===== src/common/pcs_tx_pkg.sv =====
package pcs_tx_pkg;

    // ------------------------------------------------------------
    // ternary symbols and pairs
    // ------------------------------------------------------------
    typedef logic [1:0] tern_t;
    localparam tern_t TERN_NEG  = 2'h3;
    localparam tern_t TERN_ZERO = 2'h0;
    localparam tern_t TERN_POS  = 2'h1;

    typedef struct packed {
        tern_t ternary_first;
        tern_t ternary_second;
    } pair_s;

    localparam pair_s PAIR_ZERO  = '{TERN_ZERO, TERN_ZERO};
    localparam pair_s PAIR_PLUS  = '{TERN_POS, TERN_POS};
    localparam pair_s PAIR_MINUS = '{TERN_NEG, TERN_NEG};

    // one nibble per coded value, index 7 in the top nibble
    localparam logic [31:0] DATA_MAP  = 32'h5471_3DCF;
    localparam logic [31:0] TRAIN_MAP = 32'h3734_1D1C;

    typedef enum logic [1:0] {
        SEND_SILENCE,
        SEND_TRAINING,
        SEND_NORMAL
    } send_mode_e;

    // ------------------------------------------------------------
    // upstream word as it sits in the fifo
    // ------------------------------------------------------------
    typedef struct packed {
        logic       fault;
        logic       active;
        logic [2:0] data;
    } tx_word_s;

    localparam int FIFO_DEPTH = 16;

    // ------------------------------------------------------------
    // timing
    // ------------------------------------------------------------
    localparam int CLK_PERIOD_PS  = 20000;
    localparam int SYMB_PERIOD_NS = 30;
    localparam int SYMB_CYCLES    =
        (SYMB_PERIOD_NS * 1000 + CLK_PERIOD_PS - 1) / CLK_PERIOD_PS;
    localparam int SYMB_CNT_W     = $clog2(SYMB_CYCLES + 1);
    localparam int DATA_DELAY     = 3;
    localparam int EN_HIST        = 6;

    // ------------------------------------------------------------
    // scrambler
    // ------------------------------------------------------------
    localparam int          SCR_W      = 33;
    localparam logic [32:0] SCR_SEED   = 33'h0_0000_0001;
    localparam int          MASTER_TAP = 12;
    localparam int          SLAVE_TAP  = 19;

    // ------------------------------------------------------------
    // registers
    // ------------------------------------------------------------
    localparam logic [3:0] REG_CTRL   = 4'h0;
    localparam logic [3:0] REG_STATUS = 4'h4;
    localparam logic [3:0] REG_FRAMES = 4'h8;

    localparam int         CTRL_MASTER_BIT = 0;
    localparam int         CTRL_SWAP_BIT   = 1;
    localparam int         CTRL_RUN_BIT    = 2;
    localparam logic [2:0] CTRL_RESET      = 3'h5;

    localparam int STAT_MODE_LSB   = 0;
    localparam int STAT_ACTIVE_BIT = 2;
    localparam int STAT_FAULT_BIT  = 3;
    localparam int STAT_LEVEL_LSB  = 4;

endpackage


===== src/pcs_tx_scramble_encoder.sv =====
// Implementation choices: the placing of the registers and the Avalon-MM register port.
`timescale 1ns/1ps
`default_nettype none

module pcs_tx_fifo #(
    parameter int WIDTH = 5,
    parameter int DEPTH = 16
) (
    input  wire logic                     clock_i,
    input  wire logic                     rst_b_i,
    input  wire logic                     in_valid_i,
    output logic                          in_ready_o,
    input  wire logic [WIDTH-1:0]         in_data_i,
    output logic                          out_valid_o,
    input  wire logic                     out_ready_i,
    output logic [WIDTH-1:0]              out_data_o,
    output logic [$clog2(DEPTH):0]        level_o
);
    localparam int AW = $clog2(DEPTH);

    logic [WIDTH-1:0] mem_q [DEPTH];
    logic [AW-1:0]    wr_q;
    logic [AW-1:0]    rd_q;
    logic [AW:0]      cnt_q;
    logic             push;
    logic             pop;

    assign in_ready_o  = cnt_q != (AW+1)'(DEPTH);
    assign out_valid_o = cnt_q != '0;
    assign push        = in_valid_i & in_ready_o;
    assign pop         = out_valid_o & out_ready_i;
    assign out_data_o  = mem_q[rd_q];
    assign level_o     = cnt_q;

    always_ff @(posedge clock_i) begin
        if (push) begin
            mem_q[wr_q] <= in_data_i;
        end
    end

    // pointers wrap by width, so depth must be a power of two
    always_ff @(posedge clock_i or negedge rst_b_i) begin
        if (!rst_b_i) begin
            wr_q  <= '0;
            rd_q  <= '0;
            cnt_q <= '0;
        end else begin
            wr_q  <= push ? wr_q + 1'b1 : wr_q;
            rd_q  <= pop ? rd_q + 1'b1 : rd_q;
            cnt_q <= cnt_q + (AW+1)'(push) - (AW+1)'(pop);
        end
    end
endmodule

module pcs_tx_scramble_encoder (
    input  wire logic                    clock_i,
    input  wire logic                    rst_b_i,
    input  wire logic [3:0]              avs_address_i,
    input  wire logic                    avs_read_i,
    input  wire logic                    avs_write_i,
    input  wire logic [31:0]             avs_writedata_i,
    input  wire logic [3:0]              avs_byteenable_i,
    output logic [31:0]                  avs_readdata_o,
    output logic                         avs_waitrequest_o,
    input  wire pcs_tx_pkg::tx_word_s    tx_word_i,
    input  wire logic                    tx_valid_i,
    output logic                         tx_ready_o,
    input  wire pcs_tx_pkg::send_mode_e  send_mode_i,
    input  wire logic                    loc_rcvr_ok_i,
    output pcs_tx_pkg::tern_t            line_sym_o,
    output logic                         pair_start_o
);
    localparam int LVL_W = $clog2(pcs_tx_pkg::FIFO_DEPTH) + 1;
    localparam logic [pcs_tx_pkg::SYMB_CNT_W-1:0] SYMB_LAST =
        pcs_tx_pkg::SYMB_CNT_W'(pcs_tx_pkg::SYMB_CYCLES - 1);
    localparam logic [pcs_tx_pkg::SYMB_CNT_W-1:0] SECOND_AT =
        pcs_tx_pkg::SYMB_CNT_W'(pcs_tx_pkg::SYMB_CYCLES / 2 - 1);

    logic [pcs_tx_pkg::SYMB_CNT_W-1:0] cnt_q;
    logic                              tick;
    logic [2:0]                        ctrl_q;
    logic                              ack_q;
    logic [31:0]                       rdata_q;
    logic [31:0]                       rdata_d;
    logic [15:0]                       frames_q;
    logic [pcs_tx_pkg::SCR_W-1:0]      scr_q;
    logic [pcs_tx_pkg::EN_HIST-1:0]    en_q;
    logic [2:0]                        data_q [pcs_tx_pkg::DATA_DELAY];
    logic                              fault_q;
    pcs_tx_pkg::pair_s                 pair_q;
    pcs_tx_pkg::pair_s                 pair_d;
    pcs_tx_pkg::tern_t                 line_q;
    logic                              start_q;
    pcs_tx_pkg::tx_word_s              fifo_word;
    pcs_tx_pkg::tx_word_s              cur;
    logic                              fifo_valid;
    logic [LVL_W-1:0]                  level;
    logic [2:0]                        raw_key_bits;
    logic [2:0]                        mask_bits;
    logic [2:0]                        coded_bits;
    logic                              idle_balance_bit;
    logic                              en_d3;
    logic                              start_delimiter;
    logic                              esd12;
    logic                              esd3;
    logic                              swap;
    pcs_tx_pkg::pair_s                 train_pair;

    // ------------------------------------------------------------
    // register bus
    // ------------------------------------------------------------
    // one wait cycle per access; read data latched in that cycle
    assign avs_waitrequest_o = (avs_read_i | avs_write_i) & ~ack_q;
    assign avs_readdata_o    = rdata_q;

    always_comb begin
        rdata_d = '0;
        case (avs_address_i)
            pcs_tx_pkg::REG_CTRL: begin
                rdata_d[2:0] = ctrl_q;
            end
            pcs_tx_pkg::REG_STATUS: begin
                rdata_d[pcs_tx_pkg::STAT_MODE_LSB +: 2]     = send_mode_i;
                rdata_d[pcs_tx_pkg::STAT_ACTIVE_BIT]        = en_d3;
                rdata_d[pcs_tx_pkg::STAT_FAULT_BIT]         = fault_q;
                rdata_d[pcs_tx_pkg::STAT_LEVEL_LSB +: LVL_W] = level;
            end
            pcs_tx_pkg::REG_FRAMES: begin
                rdata_d[15:0] = frames_q;
            end
            default: begin
                rdata_d = '0;
            end
        endcase
    end

    always_ff @(posedge clock_i or negedge rst_b_i) begin
        if (!rst_b_i) begin
            ack_q   <= 1'b0;
            rdata_q <= '0;
        end else begin
            ack_q   <= (avs_read_i | avs_write_i) & ~ack_q;
            rdata_q <= (avs_read_i & ~ack_q) ? rdata_d : rdata_q;
        end
    end

    always_ff @(posedge clock_i or negedge rst_b_i) begin
        if (!rst_b_i) begin
            ctrl_q <= pcs_tx_pkg::CTRL_RESET;
        end else if (avs_write_i && ack_q && avs_byteenable_i[0]
                     && avs_address_i == pcs_tx_pkg::REG_CTRL) begin
            ctrl_q <= avs_writedata_i[2:0];
        end
    end

    assign swap = ctrl_q[pcs_tx_pkg::CTRL_SWAP_BIT];

    // ------------------------------------------------------------
    // symbol timing and input fifo
    // ------------------------------------------------------------
    // symbol tick from clock
    always_ff @(posedge clock_i or negedge rst_b_i) begin
        if (!rst_b_i) begin
            cnt_q <= '0;
        end else begin
            cnt_q <= (cnt_q == SYMB_LAST) ? '0 : cnt_q + 1'b1;
        end
    end

    assign tick = cnt_q == SYMB_LAST;

    pcs_tx_fifo #(
        .WIDTH ($bits(pcs_tx_pkg::tx_word_s)),
        .DEPTH (pcs_tx_pkg::FIFO_DEPTH)
    ) u_fifo (
        .clock_i     (clock_i),
        .rst_b_i     (rst_b_i),
        .in_valid_i  (tx_valid_i),
        .in_ready_o  (tx_ready_o),
        .in_data_i   (tx_word_i),
        .out_valid_o (fifo_valid),
        .out_ready_i (tick & ctrl_q[pcs_tx_pkg::CTRL_RUN_BIT]),
        .out_data_o  (fifo_word),
        .level_o     (level)
    );

    // an empty fifo reads as idle, so underflow closes the frame
    assign cur = (fifo_valid && ctrl_q[pcs_tx_pkg::CTRL_RUN_BIT]) ? fifo_word : '0;

    // ------------------------------------------------------------
    // scrambler and key bits
    // ------------------------------------------------------------
    // master or slave polynomial
    always_ff @(posedge clock_i or negedge rst_b_i) begin
        if (!rst_b_i) begin
            scr_q <= pcs_tx_pkg::SCR_SEED;
        end else if (tick) begin
            scr_q <= {scr_q[31:0], scr_q[32] ^ (ctrl_q[pcs_tx_pkg::CTRL_MASTER_BIT]
                     ? scr_q[pcs_tx_pkg::MASTER_TAP] : scr_q[pcs_tx_pkg::SLAVE_TAP])};
        end
    end

    assign raw_key_bits     = {scr_q[6] ^ scr_q[16], scr_q[3] ^ scr_q[8], scr_q[0]};
    assign idle_balance_bit = scr_q[7] ^ scr_q[9] ^ scr_q[12] ^ scr_q[14];

    assign mask_bits[2:1] = (send_mode_i == pcs_tx_pkg::SEND_SILENCE) ? 2'h0
                                                                     : raw_key_bits[2:1];
    assign mask_bits[0]   = raw_key_bits[0];

    assign en_d3      = en_q[pcs_tx_pkg::DATA_DELAY-1];
    assign coded_bits = en_d3 ? (mask_bits ^ data_q[pcs_tx_pkg::DATA_DELAY-1])
                              : {mask_bits[2] ^ loc_rcvr_ok_i, mask_bits[1:0]};

    // ------------------------------------------------------------
    // frame history and delimiters
    // ------------------------------------------------------------
    always_ff @(posedge clock_i or negedge rst_b_i) begin
        if (!rst_b_i) begin
            en_q <= '0;
            for (int i = 0; i < pcs_tx_pkg::DATA_DELAY; i++) begin
                data_q[i] <= '0;
            end
        end else if (tick) begin
            en_q      <= {en_q[pcs_tx_pkg::EN_HIST-2:0], cur.active};
            data_q[0] <= cur.data;
            for (int i = 1; i < pcs_tx_pkg::DATA_DELAY; i++) begin
                data_q[i] <= data_q[i-1];
            end
        end
    end

    // start overrides end if frames come closer than the delimiters
    assign start_delimiter   = cur.active & ~en_d3;
    assign esd12 = (en_q[3] & ~en_q[2]) | (en_q[4] & ~en_q[3]);
    assign esd3  = en_q[5] & ~en_q[4];

    // fault held to third end pair; new fault wins over clear
    always_ff @(posedge clock_i or negedge rst_b_i) begin
        if (!rst_b_i) begin
            fault_q <= 1'b0;
        end else if (tick) begin
            fault_q <= (cur.active & cur.fault) | (fault_q & ~esd3);
        end
    end

    always_ff @(posedge clock_i or negedge rst_b_i) begin
        if (!rst_b_i) begin
            frames_q <= '0;
        end else if (tick && esd3 && send_mode_i == pcs_tx_pkg::SEND_NORMAL) begin
            frames_q <= frames_q + 1'b1;
        end
    end

    // ------------------------------------------------------------
    // ternary mapper
    // ------------------------------------------------------------
    assign train_pair = pcs_tx_pkg::pair_s'(pcs_tx_pkg::TRAIN_MAP[coded_bits*4 +: 4]);

    always_comb begin
        pair_d = pcs_tx_pkg::PAIR_ZERO;
        case (send_mode_i)
            pcs_tx_pkg::SEND_SILENCE: begin
                pair_d = pcs_tx_pkg::PAIR_ZERO;
            end
            pcs_tx_pkg::SEND_TRAINING: begin
                pair_d = train_pair;
            end
            pcs_tx_pkg::SEND_NORMAL: begin
                if (start_delimiter || (esd12 && !en_d3)) begin
                    pair_d = pcs_tx_pkg::PAIR_ZERO;
                end else if (en_d3) begin
                    pair_d = pcs_tx_pkg::pair_s'(pcs_tx_pkg::DATA_MAP[coded_bits*4 +: 4]);
                end else if (esd3) begin
                    pair_d = fault_q ? pcs_tx_pkg::PAIR_MINUS : pcs_tx_pkg::PAIR_PLUS;
                end else begin
                    pair_d = train_pair;
                    if (idle_balance_bit && coded_bits[0]) begin
                        pair_d.ternary_first = train_pair.ternary_second;
                    end
                end
            end
            default: begin
                pair_d = pcs_tx_pkg::PAIR_ZERO;
            end
        endcase
    end

    // ------------------------------------------------------------
    // interleaver
    // ------------------------------------------------------------
    // two line symbols per pair
    always_ff @(posedge clock_i or negedge rst_b_i) begin
        if (!rst_b_i) begin
            pair_q  <= pcs_tx_pkg::PAIR_ZERO;
            line_q  <= pcs_tx_pkg::TERN_ZERO;
            start_q <= 1'b0;
        end else begin
            start_q <= tick;
            if (tick) begin
                pair_q <= pair_d;
                line_q <= swap ? pair_d.ternary_second : pair_d.ternary_first;
            end else if (cnt_q == SECOND_AT) begin
                line_q <= swap ? pair_q.ternary_first : pair_q.ternary_second;
            end
        end
    end

    assign line_sym_o   = line_q;
    assign pair_start_o = start_q;
endmodule

`default_nettype wire


===== config.mk =====
export PLATFORM = sky130hd
export DESIGN_NAME = pcs_tx_scramble_encoder
export DESIGN_NICKNAME = d
export VERILOG_FILES = /design/src/common/pcs_tx_pkg.sv /design/src/pcs_tx_scramble_encoder.sv
export SDC_FILE = /design/constraint.sdc
export NUM_CORES = 1
export LEC_CHECK = 0
export BUFFER_PORTS_ARGS = -buffer_cell sky130_fd_sc_hd__buf_2
export CORE_MARGIN = 3
export CORE_UTILIZATION = 63
export DETAILED_ROUTE_END_ITERATION = 6
export GPL_TIMING_DRIVEN = 1
export HOLD_SLACK_MARGIN = 0.03
export PLACE_DENSITY_LB_ADDON = 0.15
export SYNTH_ARGS = -nofsm -noshare
export SYNTH_HDL_FRONTEND = slang
export SYNTH_SLANG_ARGS = --single-unit

===== constraint.sdc =====
create_clock -name clock_i -period 4.4 [get_ports clock_i]
set_input_delay 0.66 -clock clock_i [delete_from_list [all_inputs] [get_ports clock_i]]
set_output_delay 0.66 -clock clock_i [all_outputs]
set_load 0.005 [all_outputs]

==> results_tabular.tex, run 1 <==
\begin{tabular}{lr}
\hline
Metric & Value \\
\hline
\multicolumn{2}{l}{\textbf{Drt}} \\
\quad First-pass iteration count of the detailed router & 7 \\
\quad Number of design rule violations left after detail routing & 0 \\
\quad Final routed wire length divided by cell count & 17.1 um \\
\quad Total number of vias & approximately 5,200 \\
\quad Vias per cell & 5.69 \\
\quad Post-Route WL & around 16,000 um \\
\quad Number of nets still failing antenna checks after routing & 0 \\
\quad Iteration-0 DRC Markers & 417 \\
\multicolumn{2}{l}{\textbf{Timing}} \\
\quad Final-report hold violation count & 0 \\
\quad Unrepaired setup endpoints after global routing & no \\
\quad Fraction of the cycle the final worst path needs & around two thirds \\
\quad Pins over their slew limit & 0 \\
\quad Peak clock frequency supported by timing & 334 MHz \\
\quad Fin Clk Skew & about 0.012 ns \\
\quad Tmin final & between 2 and 3 ns \\
\quad Slew at the pin closest to its max-slew limit & roughly 1.1 ns \\
\quad Setup violators final & 0 \\
\quad Worst slew slack as a fraction of its limit & between 20\% and 30\% \\
\quad Sum of negative setup slack & 0 ns \\
\multicolumn{2}{l}{\textbf{Synth}} \\
\quad Biggest area contributors in the synthesized netlist & dfrtp\_1 (31\%), edfxtp\_1 (29\%), nand2\_1 (7.4\%), mux4\_2 (5.7\%), ha\_1 (2.9\%) \\
\quad Average size of a mapped cell & 12.1 um\^{}2 \\
\quad Portion of the post-synthesis area used by sequential elements & just over 60\% \\
\quad Predominant post-synthesis flop cell & dfrtp\_1 \\
\quad Number of flops mapped to enable cells by yosys & 80 \\
\quad Syn Inst Count & 689 \\
\quad Number of distinct library cells after synthesis & 60 \\
\quad Cell type with the highest aggregate area in the netlist & dfrtp\_1 \\
\quad Top cell type's share of synthesized area & 31.2\% \\
\quad Number of warnings issued by yosys & 0 \\
\quad Proportion of synthesized flip-flops having asynchronous set or reset & $\sim$57\% \\
\quad \#FFs+latches synth & approximately 190 \\
\quad Synthesized area & approximately 8300 um\^{}2 \\
\multicolumn{2}{l}{\textbf{Power and ir drop}} \\
\quad Cell Int Power & around 3400 uW \\
\quad Power per Cell Area & 508 nW/um\^{}2 \\
\quad Switching Share & a little over a quarter \\
\quad Clk network pwr share & roughly a third \\
\quad Sequential power share & between 40\% and 50\% \\
\quad Logic gate share of total power & 19.4\% \\
\quad Maximum vdd ir drop & $\sim$0.45 mV \\
\quad P\_sw & 1280 uW \\
\quad Static Leak & 0.00399 uW \\
\multicolumn{2}{l}{\textbf{Layout}} \\
\quad Finished Core Util & $\sim$73\% \\
\quad Post-synthesis to final-layout area growth & 11.3\% \\
\quad Fill count & $\sim$850 \\
\quad Most used cells in the layout excluding fill and tap cells & nand2\_1 (165), dfrtp\_1 (104), edfxtp\_1 (80) \\
\quad Net count reported at finish & 800 \\
\quad Fraction of layout instances using a drive strength above 1 & roughly 16\% \\
\quad Multi-input combinational cell area & between 2000 and 3000 um\^{}2 \\
\quad Commonest non-fill, non-tap cell in the layout & nand2\_1 \\
\quad Combined flip-flop and latch cell area & 5080 um\^{}2 \\
\quad Number of inserted diodes & 0 \\
\multicolumn{2}{l}{\textbf{Critical path}} \\
\quad Data required time of the critical path & around 4.7 ns \\
\quad Capture instance of the worst register-to-register path & u\_fifo.level\_o[4] \\
\quad Data arrival time at the worst-slack endpoint & 3.31 ns \\
\quad Endpoint type of the worst setup path & register \\
\quad R2R depth & 15 \\
\quad Max Fanout on Critical Path & 8 \\
\quad Startpoint kind of the worst setup timing path & register \\
\quad WS Path Type & register to register \\
\quad Setup slack of the most critical reg-to-reg path & between 1 and 1.5 ns \\
\quad R2r startpoint & u\_fifo.level\_o[2] \\
\multicolumn{2}{l}{\textbf{Place}} \\
\quad Number of port buffers & slightly above 40 \\
\quad Detailed placement HPWL & roughly 10,000 um \\
\quad Global placement routability congestion & between 0.8 and 0.9 \\
\multicolumn{2}{l}{\textbf{Clock network}} \\
\quad Number of gates given a new drive strength after cts & 0 \\
\quad TritonCTS clock tree & built \\
\quad Worst-skew pair later-pin latency & around 0.43 ns \\
\quad Buffers from clock root to sink, at most & 2 \\
\quad CTS Root Buffer Type & clkbuf\_16 \\
\quad Deepest level of the CTS H-tree & 4 \\
\quad Hold buffer count at CTS & 0 \\
\quad Post-CTS Repair Setup Buffers & 0 \\
\quad Number of clock buffers inserted by TritonCTS & 17 \\
\quad Clk pin slew, worst setup/hold paths & 0.07 ns \\
\quad Clock Sinks & around 190 \\
\multicolumn{2}{l}{\textbf{Floorplanning}} \\
\quad Vert. Die Dim & approximately 120 um \\
\quad Core region area & around 13,000 um\^{}2 \\
\quad Number of core rows & 41 \\
\quad Die area & around 15,000 um\^{}2 \\
\quad Die W & approximately 120 um \\
\quad Number of top-level pins & 90 \\
\quad Initial standard-cell utilization of the core & between 60 and 70\% \\
\multicolumn{2}{l}{\textbf{Global route}} \\
\quad First-pass GRT wire length & approximately 26,000 um \\
\quad Vias in the first global route & a little over 5,000 \\
\quad Grt ovf & 0 \\
\quad Met3 Usage GRT & approximately 5.7\% \\
\quad Met1 demand-to-capacity share in global routing & 30.6\% \\
\quad Global-route layer with the greatest usage & met2 \\
\quad Global-route total usage across every layer & 23.1\% \\
\quad Initial antenna violation count & 0 \\
\quad Met2 track utilization from global routing & between 30\% and 40\% \\
\quad Largest net degree at the start of global routing & slightly below 80 \\
\multicolumn{2}{l}{\textbf{Outcome}} \\
\quad Outcome & finished clean \\
\multicolumn{2}{l}{\textbf{Worst hold path}} \\
\quad HP Class & primary input to asynchronous set/reset pin \\
\multicolumn{2}{l}{\textbf{Job}} \\
\quad Max-cap check violation count & 0 \\
\hline
\end{tabular}
==> metrics by stage <==
| stage | power, uW | worst slack (ns) | hold WS, ns | std cells | area, um^2 |
|---|---|---|---|---|---|
| floorplan | 2890 | 1.65 | 0.364 | 704 | 8400 |
| global placement | 3100 | 1.33 | 0.441 | 880 | 8640 |
| detailed placement | 3140 | 1.28 | 0.451 | 880 | 8640 |
| CTS | 4760 | 1.37 | 0.408 | 912 | 9280 |
| global route | 4950 | 1.18 | 0.445 | 912 | 9280 |
| finish | 4720 | 1.41 | 0.374 | 912 | 9280 |
==> how the worst max path moves through the flow <==
stage | start | end | slack, ns | cells past startpoint
floorplan | send_mode_i[0] | line_sym_o[1] | 1.65 | 9
global placement | send_mode_i[0] | line_sym_o[1] | 1.33 | 11
detailed placement | send_mode_i[0] | line_sym_o[1] | 1.28 | 11
CTS | u_fifo.level_o[2] | u_fifo.level_o[4] | 1.37 | 15
global route | u_fifo.level_o[2] | u_fifo.level_o[4] | 1.18 | 15
finish | u_fifo.level_o[2] | u_fifo.level_o[4] | 1.41 | 15
==> registers in the layout, indices dropped and copies added, names as in the netlist, 2 cells and up <==
name / flops
avs_readdata_o: 16
cnt_q: 2
ctrl_q: 3
data_q: 9
en_q: 6
frames_q: 16
line_sym_o: 2
pair_q: 4
scr_q: 33
u_fifo.level_o: 5
u_fifo.mem_q: 80
u_fifo.rd_q: 4
u_fifo.wr_q: 4
==> per-layer routing <==
| layer | up-vias | share of wire, % |
|---|---|---|
| met5 | - | 0 |
| met4 | 0 | 0.86 |
| met3 | 12 | 5.1 |
| met2 | 133 | 52 |
| met1 | 2589 | 42 |
| li1 | 2459 | - |
==> final cells by class <==
type	instances	share of cell area [%]
sequential	187	54.8
multi-input combinational	447	32.2
clock buffer	21	5.24
timing repair buffer	47	2.72
tap	172	2.32
clock inverter	11	1.63
inverter	27	1.09
==> Yosys cell counts (4+ instances only) <==
master / instances
ha_1: 19
nand2_1: 165
buf_1: 4
nor4_1: 6
o21ai_0: 30
inv_1: 25
xnor2_1: 23
a22oi_1: 8
a22o_1: 7
and2_1: 9
nor2b_1: 4
nand3_1: 15
clkbuf_1: 18
xor2_1: 11
nand4_1: 10
mux2_2: 5
mux4_2: 21
a21oi_1: 8
nor2_1: 24
mux2i_1: 14
edfxtp_1: 80
buf_2: 4
nor3_1: 6
dfrtp_1: 104
buf_4: 17
==> power by group through the flow <==
stage | clock [uW] | combinational [uW] | sequential, uW
after floorplan | 0 | 769 | 2120
after global placement | 0 | 886 | 2210
after detailed placement | 0 | 920 | 2220
after CTS | 1640 | 927 | 2190
after global routing | 1710 | 1020 | 2220
final | 1610 | 913 | 2190
==> worst max-delay path: stages, from the launching register on <==
cell     delay [ns]
dfrtp_1        0.38
inv_1          0.08
ha_1           0.21
or4b_4         0.22
nand2_1        0.07
nor2_1         0.47
ha_1           0.34
inv_1          0.05
ha_1           0.15
inv_1          0.05
fa_1           0.41
inv_1          0.07
a21oi_1        0.06
nor2_1         0.12
nor2_1         0.07
xnor2_1        0.12
==> kinds of logic (layout without fill, tap and decap cells) <==
family          count (synthesis)  count (layout)  share of synthesized area (%)
simple gates                  262             262                           14.2
mux                            40              40                           8.03
fa+ha+maj                      20              20                           3.09
buf+inv                        70             106                           3.98
compound gates                 75              75                           6.11
xor+xnor                       34              34                           3.57
flops                         187             187                           61.0
other cells                     1              16                         0.0450
No activity file was read; power rests on OpenSTA's default activity.
==> run 2, diff against run 1 <==
Settings changed: CORE_UTILIZATION 63 to 53.
Clock period 4.4 ns to 2.45 ns, I/O delays scaled along.
==> results_tabular.tex, run 2 (synthesized netlist as in run 1, its figures left out) <==
\begin{tabular}{lr}
\hline
Metric & Value \\
\hline
\multicolumn{2}{l}{\textbf{Critical path}} \\
\quad Setup slack of the most critical reg-to-reg path & -0.11 ns (was 1.41 ns) \\
\quad Largest incremental delay on the critical path & 0.48 ns (was 0.47 ns) \\
\quad Worst-path cell chain & inv\_2, ha\_4, or4b\_4, buf\_4, and3\_4, nand4\_2, or3b\_4, o311a\_1, o31ai\_2 (was inv\_1, ha\_1, or4b\_4, nand2\_1, nor2\_1, ha\_1, inv\_1, ha\_1, inv\_1, fa\_1, inv\_1, a21oi\_1, nor2\_1, nor2\_1, xnor2\_1) \\
\quad Kind of cell adding the most delay to the critical path & simple AND/OR/NAND/NOR gates (was adder cells) \\
\quad Cell at the slowest stage of the critical path & or4b\_4 (was nor2\_1) \\
\quad Data required time of the critical path & 2.78 ns (was 4.72 ns) \\
\quad Max Fanout on Critical Path & 5 (was 8) \\
\quad Capture instance of the worst register-to-register path & line\_sym\_o[0] (was u\_fifo.level\_o[4]) \\
\quad R2R depth & 9 (was 15) \\
\quad Buffering stage count on the worst path with inverters included & 2 (was 4) \\
\quad Data arrival time at the worst-slack endpoint & 2.90 ns (was 3.31 ns) \\
\quad Endpoint type of the worst setup path & register (unchanged) \\
\quad WS Path Type & register to register (unchanged) \\
\quad R2r startpoint & u\_fifo.level\_o[2] (unchanged) \\
\quad Startpoint kind of the worst setup timing path & register (unchanged) \\
\multicolumn{2}{l}{\textbf{Job}} \\
\quad Max-cap check violation count & 0 (unchanged) \\
\multicolumn{2}{l}{\textbf{Timing}} \\
\quad Worst path setup slack after routing & -0.113 ns (was 1.41 ns) \\
\quad Worst Hold Margin & 0.151 ns (was 0.374 ns) \\
\quad Worst slew slack as a fraction of its limit & 44.6\% (was 24.4\%) \\
\quad Pins over their slew limit & 0 (unchanged) \\
\quad Setup violators final & 5 (was 0) \\
\quad Tmin final & 2.56 ns (was 2.99 ns) \\
\quad Unrepaired setup endpoints after global routing & yes (was no) \\
\quad Fraction of the cycle the final worst path needs & 105\% (was 68.0\%) \\
\quad Peak clock frequency supported by timing & 390 MHz (was 334 MHz) \\
\quad Final-report hold violation count & 0 (unchanged) \\
\quad Slew at the pin closest to its max-slew limit & 0.810 ns (was 1.12 ns) \\
\quad Fin Clk Skew & 0.00853 ns (was 0.0121 ns) \\
\multicolumn{2}{l}{\textbf{Place}} \\
\quad Detailed placement HPWL & 11,400 um (was 10,200 um) \\
\quad Global placement routability congestion & 0.871 (was 0.854) \\
\quad Number of port buffers & 41 (unchanged) \\
\quad Placed Cells incl. Taps & 957 (was 880) \\
\multicolumn{2}{l}{\textbf{Clock network}} \\
\quad Deepest level of the CTS H-tree & 4 (unchanged) \\
\quad CTS Root Buffer Type & clkbuf\_16 (unchanged) \\
\quad Worst-skew pair later-pin latency & 0.42 ns (was 0.43 ns) \\
\quad Clock Sinks & 187 (unchanged) \\
\quad Number of clock buffers inserted by TritonCTS & 17 (unchanged) \\
\quad Clk pin slew, worst setup/hold paths & 0.07 ns (about the same) \\
\quad TritonCTS clock tree & built (unchanged) \\
\quad Buffers from clock root to sink, at most & 2 (unchanged) \\
\multicolumn{2}{l}{\textbf{Global route}} \\
\quad Initial antenna violation count & 0 (unchanged) \\
\quad Met1 demand-to-capacity share in global routing & 26.1\% (was 30.6\%) \\
\quad Largest net degree at the start of global routing & 51 (was 78) \\
\quad Met2 track utilization from global routing & 33.2\% (was 38.4\%) \\
\quad Grt ovf & 0 (unchanged) \\
\quad Global-route layer with the greatest usage & met2 (unchanged) \\
\quad Met3 Usage GRT & 4.25\% (was 5.73\%) \\
\quad Vias in the first global route & 5,329 (was 5,131) \\
\quad First-pass GRT wire length & 27,400 um (was 25,800 um) \\
\quad Global-route total usage across every layer & 19.8\% (was 23.1\%) \\
\multicolumn{2}{l}{\textbf{Outcome}} \\
\quad Outcome & finished, violations left (was finished clean) \\
\quad Violated checks & negative setup slack \\
\multicolumn{2}{l}{\textbf{Layout}} \\
\quad Max FFs per register & 80 (unchanged) \\
\quad Net count reported at finish & 845 (was 800) \\
\quad Fill count & 1,171 (was 846) \\
\quad Post-synthesis to final-layout area growth & 16.7\% (was 11.3\%) \\
\quad Most used cells in the layout excluding fill and tap cells & nand2\_1 (164), dfrtp\_1 (104), edfxtp\_1 (80) (was nand2\_1 (165), dfrtp\_1 (104), edfxtp\_1 (80)) \\
\quad Fraction of layout instances using a drive strength above 1 & 23.7\% (was 16.5\%) \\
\quad Commonest non-fill, non-tap cell in the layout & nand2\_1 (unchanged) \\
\quad Number of inserted diodes & 0 (unchanged) \\
\quad Multi-input combinational cell area & 3100 um\^{}2 (was 2990 um\^{}2) \\
\quad Post-Layout Cell Count & 996 (was 912) \\
\quad Leading registers by flop count & u\_fifo.mem\_q x80, scr\_q x33 (unchanged) \\
\quad Combined flip-flop and latch cell area & 5080 um\^{}2 (unchanged) \\
\quad Top reg by flops & u\_fifo.mem\_q (unchanged) \\
\multicolumn{2}{l}{\textbf{Worst hold path}} \\
\quad HP Class & primary input to register (was primary input to asynchronous set/reset pin) \\
\quad Worst Min Path Start & avs\_writedata\_i[1] \\
\quad Number of cells traversed by the worst hold path & 3 \\
\quad End point of the most critical hold path & ctrl\_q[1] \\
\multicolumn{2}{l}{\textbf{Drt}} \\
\quad Total number of vias & 5,363 (was 5,193) \\
\quad Vias per cell & 5.38 (was 5.69) \\
\quad Number of nets still failing antenna checks after routing & 0 (unchanged) \\
\quad Post-Route WL & 16,600 um (was 15,600 um) \\
\quad Iteration-0 DRC Markers & 336 (was 417) \\
\quad Number of design rule violations left after detail routing & 0 (unchanged) \\
\quad Final routed wire length divided by cell count & 16.7 um (was 17.1 um) \\
\quad First-pass iteration count of the detailed router & 5 (was 7) \\
\multicolumn{2}{l}{\textbf{Floorplanning}} \\
\quad Die area & 17,300 um\^{}2 (was 14,700 um\^{}2) \\
\quad Number of top-level pins & 90 (unchanged) \\
\quad Core region area & 15,300 um\^{}2 (was 12,800 um\^{}2) \\
\quad Die W & 131 um (was 121 um) \\
\quad Number of core rows & 45 (was 41) \\
\quad Vert. Die Dim & 131 um (was 121 um) \\
\quad Initial standard-cell utilization of the core & 54.5\% (was 65.3\%) \\
\multicolumn{2}{l}{\textbf{Power and ir drop}} \\
\quad Power per Cell Area & 888 nW/um\^{}2 (was 508 nW/um\^{}2) \\
\quad Static Leak & 0.00420 uW (was 0.00399 uW) \\
\quad Maximum vdd ir drop & 0.803 mV (was 0.453 mV) \\
\hline
\end{tabular}
run 2: worst reg2reg max path: stages, from the launching register on:
cell	delay (ns)
dfrtp_1	0.39
inv_2	0.09
ha_4	0.14
or4b_4	0.48
buf_4	0.16
and3_4	0.17
nand4_2	0.10
or3b_4	0.43
o311a_1	0.32
o31ai_2	0.21
run 2: stage by stage:
stage / utilization (%) / TNS, ns / power (uW) / cell area, um^2 / worst slack [ns]
2_1_floorplan: - / -0.0712 / 5200 / 8420 / -0.0712
3_3_place_gp: 58.8 / -0.344 / 5790 / 9010 / -0.134
3_5_place_dp: 58.8 / -0.535 / 5890 / 9010 / -0.181
4_1_cts: 62.9 / -0.325 / 8640 / 9640 / -0.121
5_1_grt: 63.6 / -0.994 / 9090 / 9730 / -0.226
6_report: 63.6 / -0.438 / 8640 / 9730 / -0.113
run 2: area by class of cell:
cell class / count / area share [%]
flip-flops and latches: 187 / 52.2
multi-input cells: 447 / 31.8
repair buffers: 92 / 6.26
clock buffers: 22 / 4.99
well taps: 211 / 2.71
inverters: 27 / 1.07
clock inverters: 10 / 0.913
run 2: routing by layer:
| metal | routed length [um] | vias up |
|---|---|---|
| li1 | - | 2556 |
| met1 | 7260 | 2653 |
| met2 | 8390 | 135 |
| met3 | 667 | 19 |
| met4 | 269 | 0 |
| met5 | 0 | - |
run 2: worst max-delay path by stage:
stage,start,end,slack (ns),cells past startpoint
floorplan,u_fifo.level_o[3],u_fifo.level_o[4],-0.07,15
finish,u_fifo.level_o[2],line_sym_o[0],-0.11,9
detailed placement,send_mode_i[0],line_sym_o[1],-0.18,10
global route,u_fifo.level_o[2],u_fifo.level_o[4],-0.23,15
CTS,u_fifo.level_o[2],u_fifo.level_o[4],-0.12,15
global placement,send_mode_i[0],line_sym_o[1],-0.13,10
run 2: report_power, final:
group          internal [uW]  switching (uW)
sequential              3610             219
clock                   1520            1150
combinational           1080            1070
run 2: what timing repair did:
item                       4_1_cts  5_1_grt
pin swaps                        3       11
buffers inserted                 4        2
hold endpoints to repair        38        0
gates cloned                     0        0
setup endpoints to repair        6        7
hold buffers                     1        0
gates resized for setup          6       17
==> run 3, diff against run 2 <==
Clock period 2.45 ns to 2.35 ns, I/O delays scaled along.
==> results_tabular.tex, run 3 (synthesized netlist as in run 1, its figures left out) <==
\begin{tabular}{lr}
\hline
Metric & Value \\
\hline
\multicolumn{2}{l}{\textbf{Critical path}} \\
\quad Kind of cell adding the most delay to the critical path & simple AND/OR/NAND/NOR gates (unchanged) \\
\quad WS Path Type & register to register (unchanged) \\
\quad Data arrival time at the worst-slack endpoint & 2.84 ns (was 2.90 ns) \\
\quad WP depth & 9 (unchanged) \\
\quad Endpoint type of the worst setup path & register (unchanged) \\
\quad Max Fanout on Critical Path & 5 (unchanged) \\
\quad R2R depth & 9 (unchanged) \\
\quad Setup slack of the most critical reg-to-reg path & -0.16 ns (was -0.11 ns) \\
\quad Cell at the slowest stage of the critical path & or4b\_4 (unchanged) \\
\quad Worst-path cell chain & inv\_2, ha\_4, or4b\_4, buf\_4, and3\_4, nand4\_2, or3b\_4, o311a\_1, o31ai\_2 (unchanged) \\
\quad Data required time of the critical path & 2.68 ns (was 2.78 ns) \\
\quad Startpoint kind of the worst setup timing path & register (unchanged) \\
\quad Buffering stage count on the worst path with inverters included & 2 (unchanged) \\
\quad R2r startpoint & u\_fifo.level\_o[3] (was u\_fifo.level\_o[2]) \\
\quad Capture instance of the worst register-to-register path & line\_sym\_o[0] (unchanged) \\
\quad Largest incremental delay on the critical path & 0.48 ns (about the same) \\
\multicolumn{2}{l}{\textbf{Global route}} \\
\quad Global-route total usage across every layer & 20.0\% (was 19.8\%) \\
\quad First-pass GRT wire length & 27,500 um (was 27,400 um) \\
\quad Largest net degree at the start of global routing & 51 (unchanged) \\
\quad Initial antenna violation count & 0 (unchanged) \\
\quad Vias in the first global route & 5,417 (was 5,329) \\
\quad Grt ovf & 0 (unchanged) \\
\multicolumn{2}{l}{\textbf{Clock network}} \\
\quad Buffers from clock root to sink, at most & 2 (unchanged) \\
\quad Worst-skew pair later-pin latency & 0.42 ns (about the same) \\
\quad TritonCTS clock tree & built (unchanged) \\
\quad CTS Root Buffer Type & clkbuf\_16 (unchanged) \\
\quad Deepest level of the CTS H-tree & 4 (unchanged) \\
\quad Number of clock buffers inserted by TritonCTS & 17 (unchanged) \\
\quad Clk pin slew, worst setup/hold paths & 0.07 ns (about the same) \\
\quad Clock Sinks & 187 (unchanged) \\
\multicolumn{2}{l}{\textbf{Outcome}} \\
\quad Violated checks & negative setup slack (unchanged) \\
\quad Outcome & finished, violations left (unchanged) \\
\multicolumn{2}{l}{\textbf{Place}} \\
\quad Global placement routability congestion & 0.955 (was 0.871) \\
\quad Detailed placement HPWL & 11,300 um (was 11,400 um) \\
\quad Number of port buffers & 41 (unchanged) \\
\multicolumn{2}{l}{\textbf{Timing}} \\
\quad Tmin final & 2.51 ns (was 2.56 ns) \\
\quad Setup violators final & 6 (was 5) \\
\quad Fraction of the cycle the final worst path needs & 107\% (was 105\%) \\
\quad Unrepaired setup endpoints after global routing & yes (unchanged) \\
\quad Slew at the pin closest to its max-slew limit & 0.804 ns (was 0.810 ns) \\
\quad Pins over their slew limit & 0 (unchanged) \\
\quad Worst slew slack as a fraction of its limit & 45.0\% (was 44.6\%) \\
\quad Peak clock frequency supported by timing & 398 MHz (was 390 MHz) \\
\quad Fin Clk Skew & 0.00792 ns (was 0.00853 ns) \\
\quad Final-report hold violation count & 0 (unchanged) \\
\quad Sum of negative setup slack & -0.770 ns (was -0.438 ns) \\
\quad Worst path setup slack after routing & -0.160 ns (was -0.113 ns) \\
\multicolumn{2}{l}{\textbf{Drt}} \\
\quad Final routed wire length divided by cell count & 16.4 um (was 16.7 um) \\
\quad Vias per cell & 5.36 (was 5.38) \\
\quad Number of design rule violations left after detail routing & 0 (unchanged) \\
\quad Total number of vias & 5,381 (was 5,363) \\
\quad Iteration-0 DRC Markers & 295 (was 336) \\
\quad First-pass iteration count of the detailed router & 4 (was 5) \\
\quad Number of nets still failing antenna checks after routing & 0 (unchanged) \\
\quad Post-Route WL & 16,400 um (was 16,600 um) \\
\multicolumn{2}{l}{\textbf{Floorplanning}} \\
\quad Vert. Die Dim & 131 um (unchanged) \\
\quad Number of core rows & 45 (unchanged) \\
\quad Die W & 131 um (unchanged) \\
\quad Number of top-level pins & 90 (unchanged) \\
\quad Core region area & 15,300 um\^{}2 (unchanged) \\
\quad Die area & 17,300 um\^{}2 (unchanged) \\
\quad Initial standard-cell utilization of the core & 54.5\% (unchanged) \\
\multicolumn{2}{l}{\textbf{Power and ir drop}} \\
\quad P\_sw & 2550 uW (was 2440 uW) \\
\quad Logic gate share of total power & 24.7\% (was 24.9\%) \\
\quad Maximum vdd ir drop & 0.750 mV (was 0.803 mV) \\
\quad Static Leak & 0.00425 uW (was 0.00420 uW) \\
\quad Switching Share & 27.9\% (was 28.2\%) \\
\quad Cell Int Power & 6590 uW (was 6200 uW) \\
\quad Sequential power share & 43.6\% (was 44.3\%) \\
\quad Clk network pwr share & 31.6\% (was 30.9\%) \\
\quad Power per Cell Area & 926 nW/um\^{}2 (was 888 nW/um\^{}2) \\
\multicolumn{2}{l}{\textbf{Layout}} \\
\quad Finished Core Util & 64.4\% (was 63.6\%) \\
\quad Net count reported at finish & 853 (was 845) \\
\quad Fill count & 1,157 (was 1,171) \\
\quad Number of inserted diodes & 0 (unchanged) \\
\quad Post-synthesis to final-layout area growth & 18.3\% (was 16.7\%) \\
\quad Max FFs per register & 80 (unchanged) \\
\quad Top reg by flops & u\_fifo.mem\_q (unchanged) \\
\quad Fraction of layout instances using a drive strength above 1 & 25.0\% (was 23.7\%) \\
\quad Most used cells in the layout excluding fill and tap cells & nand2\_1 (164), dfrtp\_1 (104), edfxtp\_1 (80) (unchanged) \\
\quad Leading registers by flop count & u\_fifo.mem\_q x80, scr\_q x33 (unchanged) \\
\quad Commonest non-fill, non-tap cell in the layout & nand2\_1 (unchanged) \\
\multicolumn{2}{l}{\textbf{Job}} \\
\quad Max-cap check violation count & 0 (unchanged) \\
\multicolumn{2}{l}{\textbf{Worst hold path}} \\
\quad Number of cells traversed by the worst hold path & 3 (unchanged) \\
\quad HP Class & primary input to register (unchanged) \\
\quad Worst Min Path Start & avs\_writedata\_i[1] (unchanged) \\
\quad End point of the most critical hold path & ctrl\_q[1] (unchanged) \\
\hline
\end{tabular}
-- run 3: power by group through the flow --
stage | Clock (uW) | Combinational (uW) | Sequential, uW
CTS | 2950 | 2200 | 3990
finish | 2890 | 2260 | 3990
detailed placement | 0 | 2120 | 4050
global placement | 0 | 2050 | 4030
floorplan | 0 | 1450 | 3970
global route | 3100 | 2510 | 4030
-- run 3: layout make-up --
cell class              count  area, um^2  area share [%]
inverters                  27         104            1.05
flip-flops and latches    187        5080            51.5
clock inverters            14         168            1.70
repair buffers            100         694            7.04
well taps                 211         264            2.67
clock buffers              18         429            4.35
multi-input cells         447        3130            31.7
-- run 3: layer usage --
layer | GRT usage (%) | part of all wire, %
met5 | 0 | 0
met4 | 5.37 | 1.2
met3 | 4.67 | 4.6
met2 | 34.4 | 52
met1 | 25.8 | 43
-- run 3: what timing repair did --
action,in CTS,in global routing
hold buffers,1,0
pin swaps,7,14
resized for setup,13,11
setup buffers,1,6
endpoints found under the hold margin,27,0
setup endpoints to repair,9,9
-- run 3: per-stage QoR --
step | instance area, um^2 | setup WS [ns] | total power, uW | cells | hold WS [ns]
final | 9870 | -0.160 | 9140 | 1004 | 0.155
after global routing | 9870 | -0.239 | 9640 | 1004 | 0.153
after CTS | 9780 | -0.185 | 9140 | 998 | 0.139
after detailed placement | 9120 | -0.257 | 6170 | 964 | 0.337
after global placement | 9120 | -0.191 | 6070 | 964 | 0.320
after floorplan | 8450 | -0.171 | 5420 | 704 | 0.0569
-- run 3: worst max-delay path by stage --
stage | from | end | slack, ns
finish | u_fifo.level_o[3] | line_sym_o[0] | -0.16
global route | u_fifo.level_o[3] | u_fifo.level_o[4] | -0.24
CTS | u_fifo.level_o[2] | pair_q[2] | -0.18
detailed placement | u_fifo.level_o[2] | u_fifo.level_o[4] | -0.26
global placement | u_fifo.level_o[3] | u_fifo.level_o[4] | -0.19
floorplan | u_fifo.level_o[3] | u_fifo.level_o[4] | -0.17
-- run 3: worst min-delay path: stages --
cell	delay, ns
buf_2	0.07
nand2_1	0.05
o21ai_0	0.07
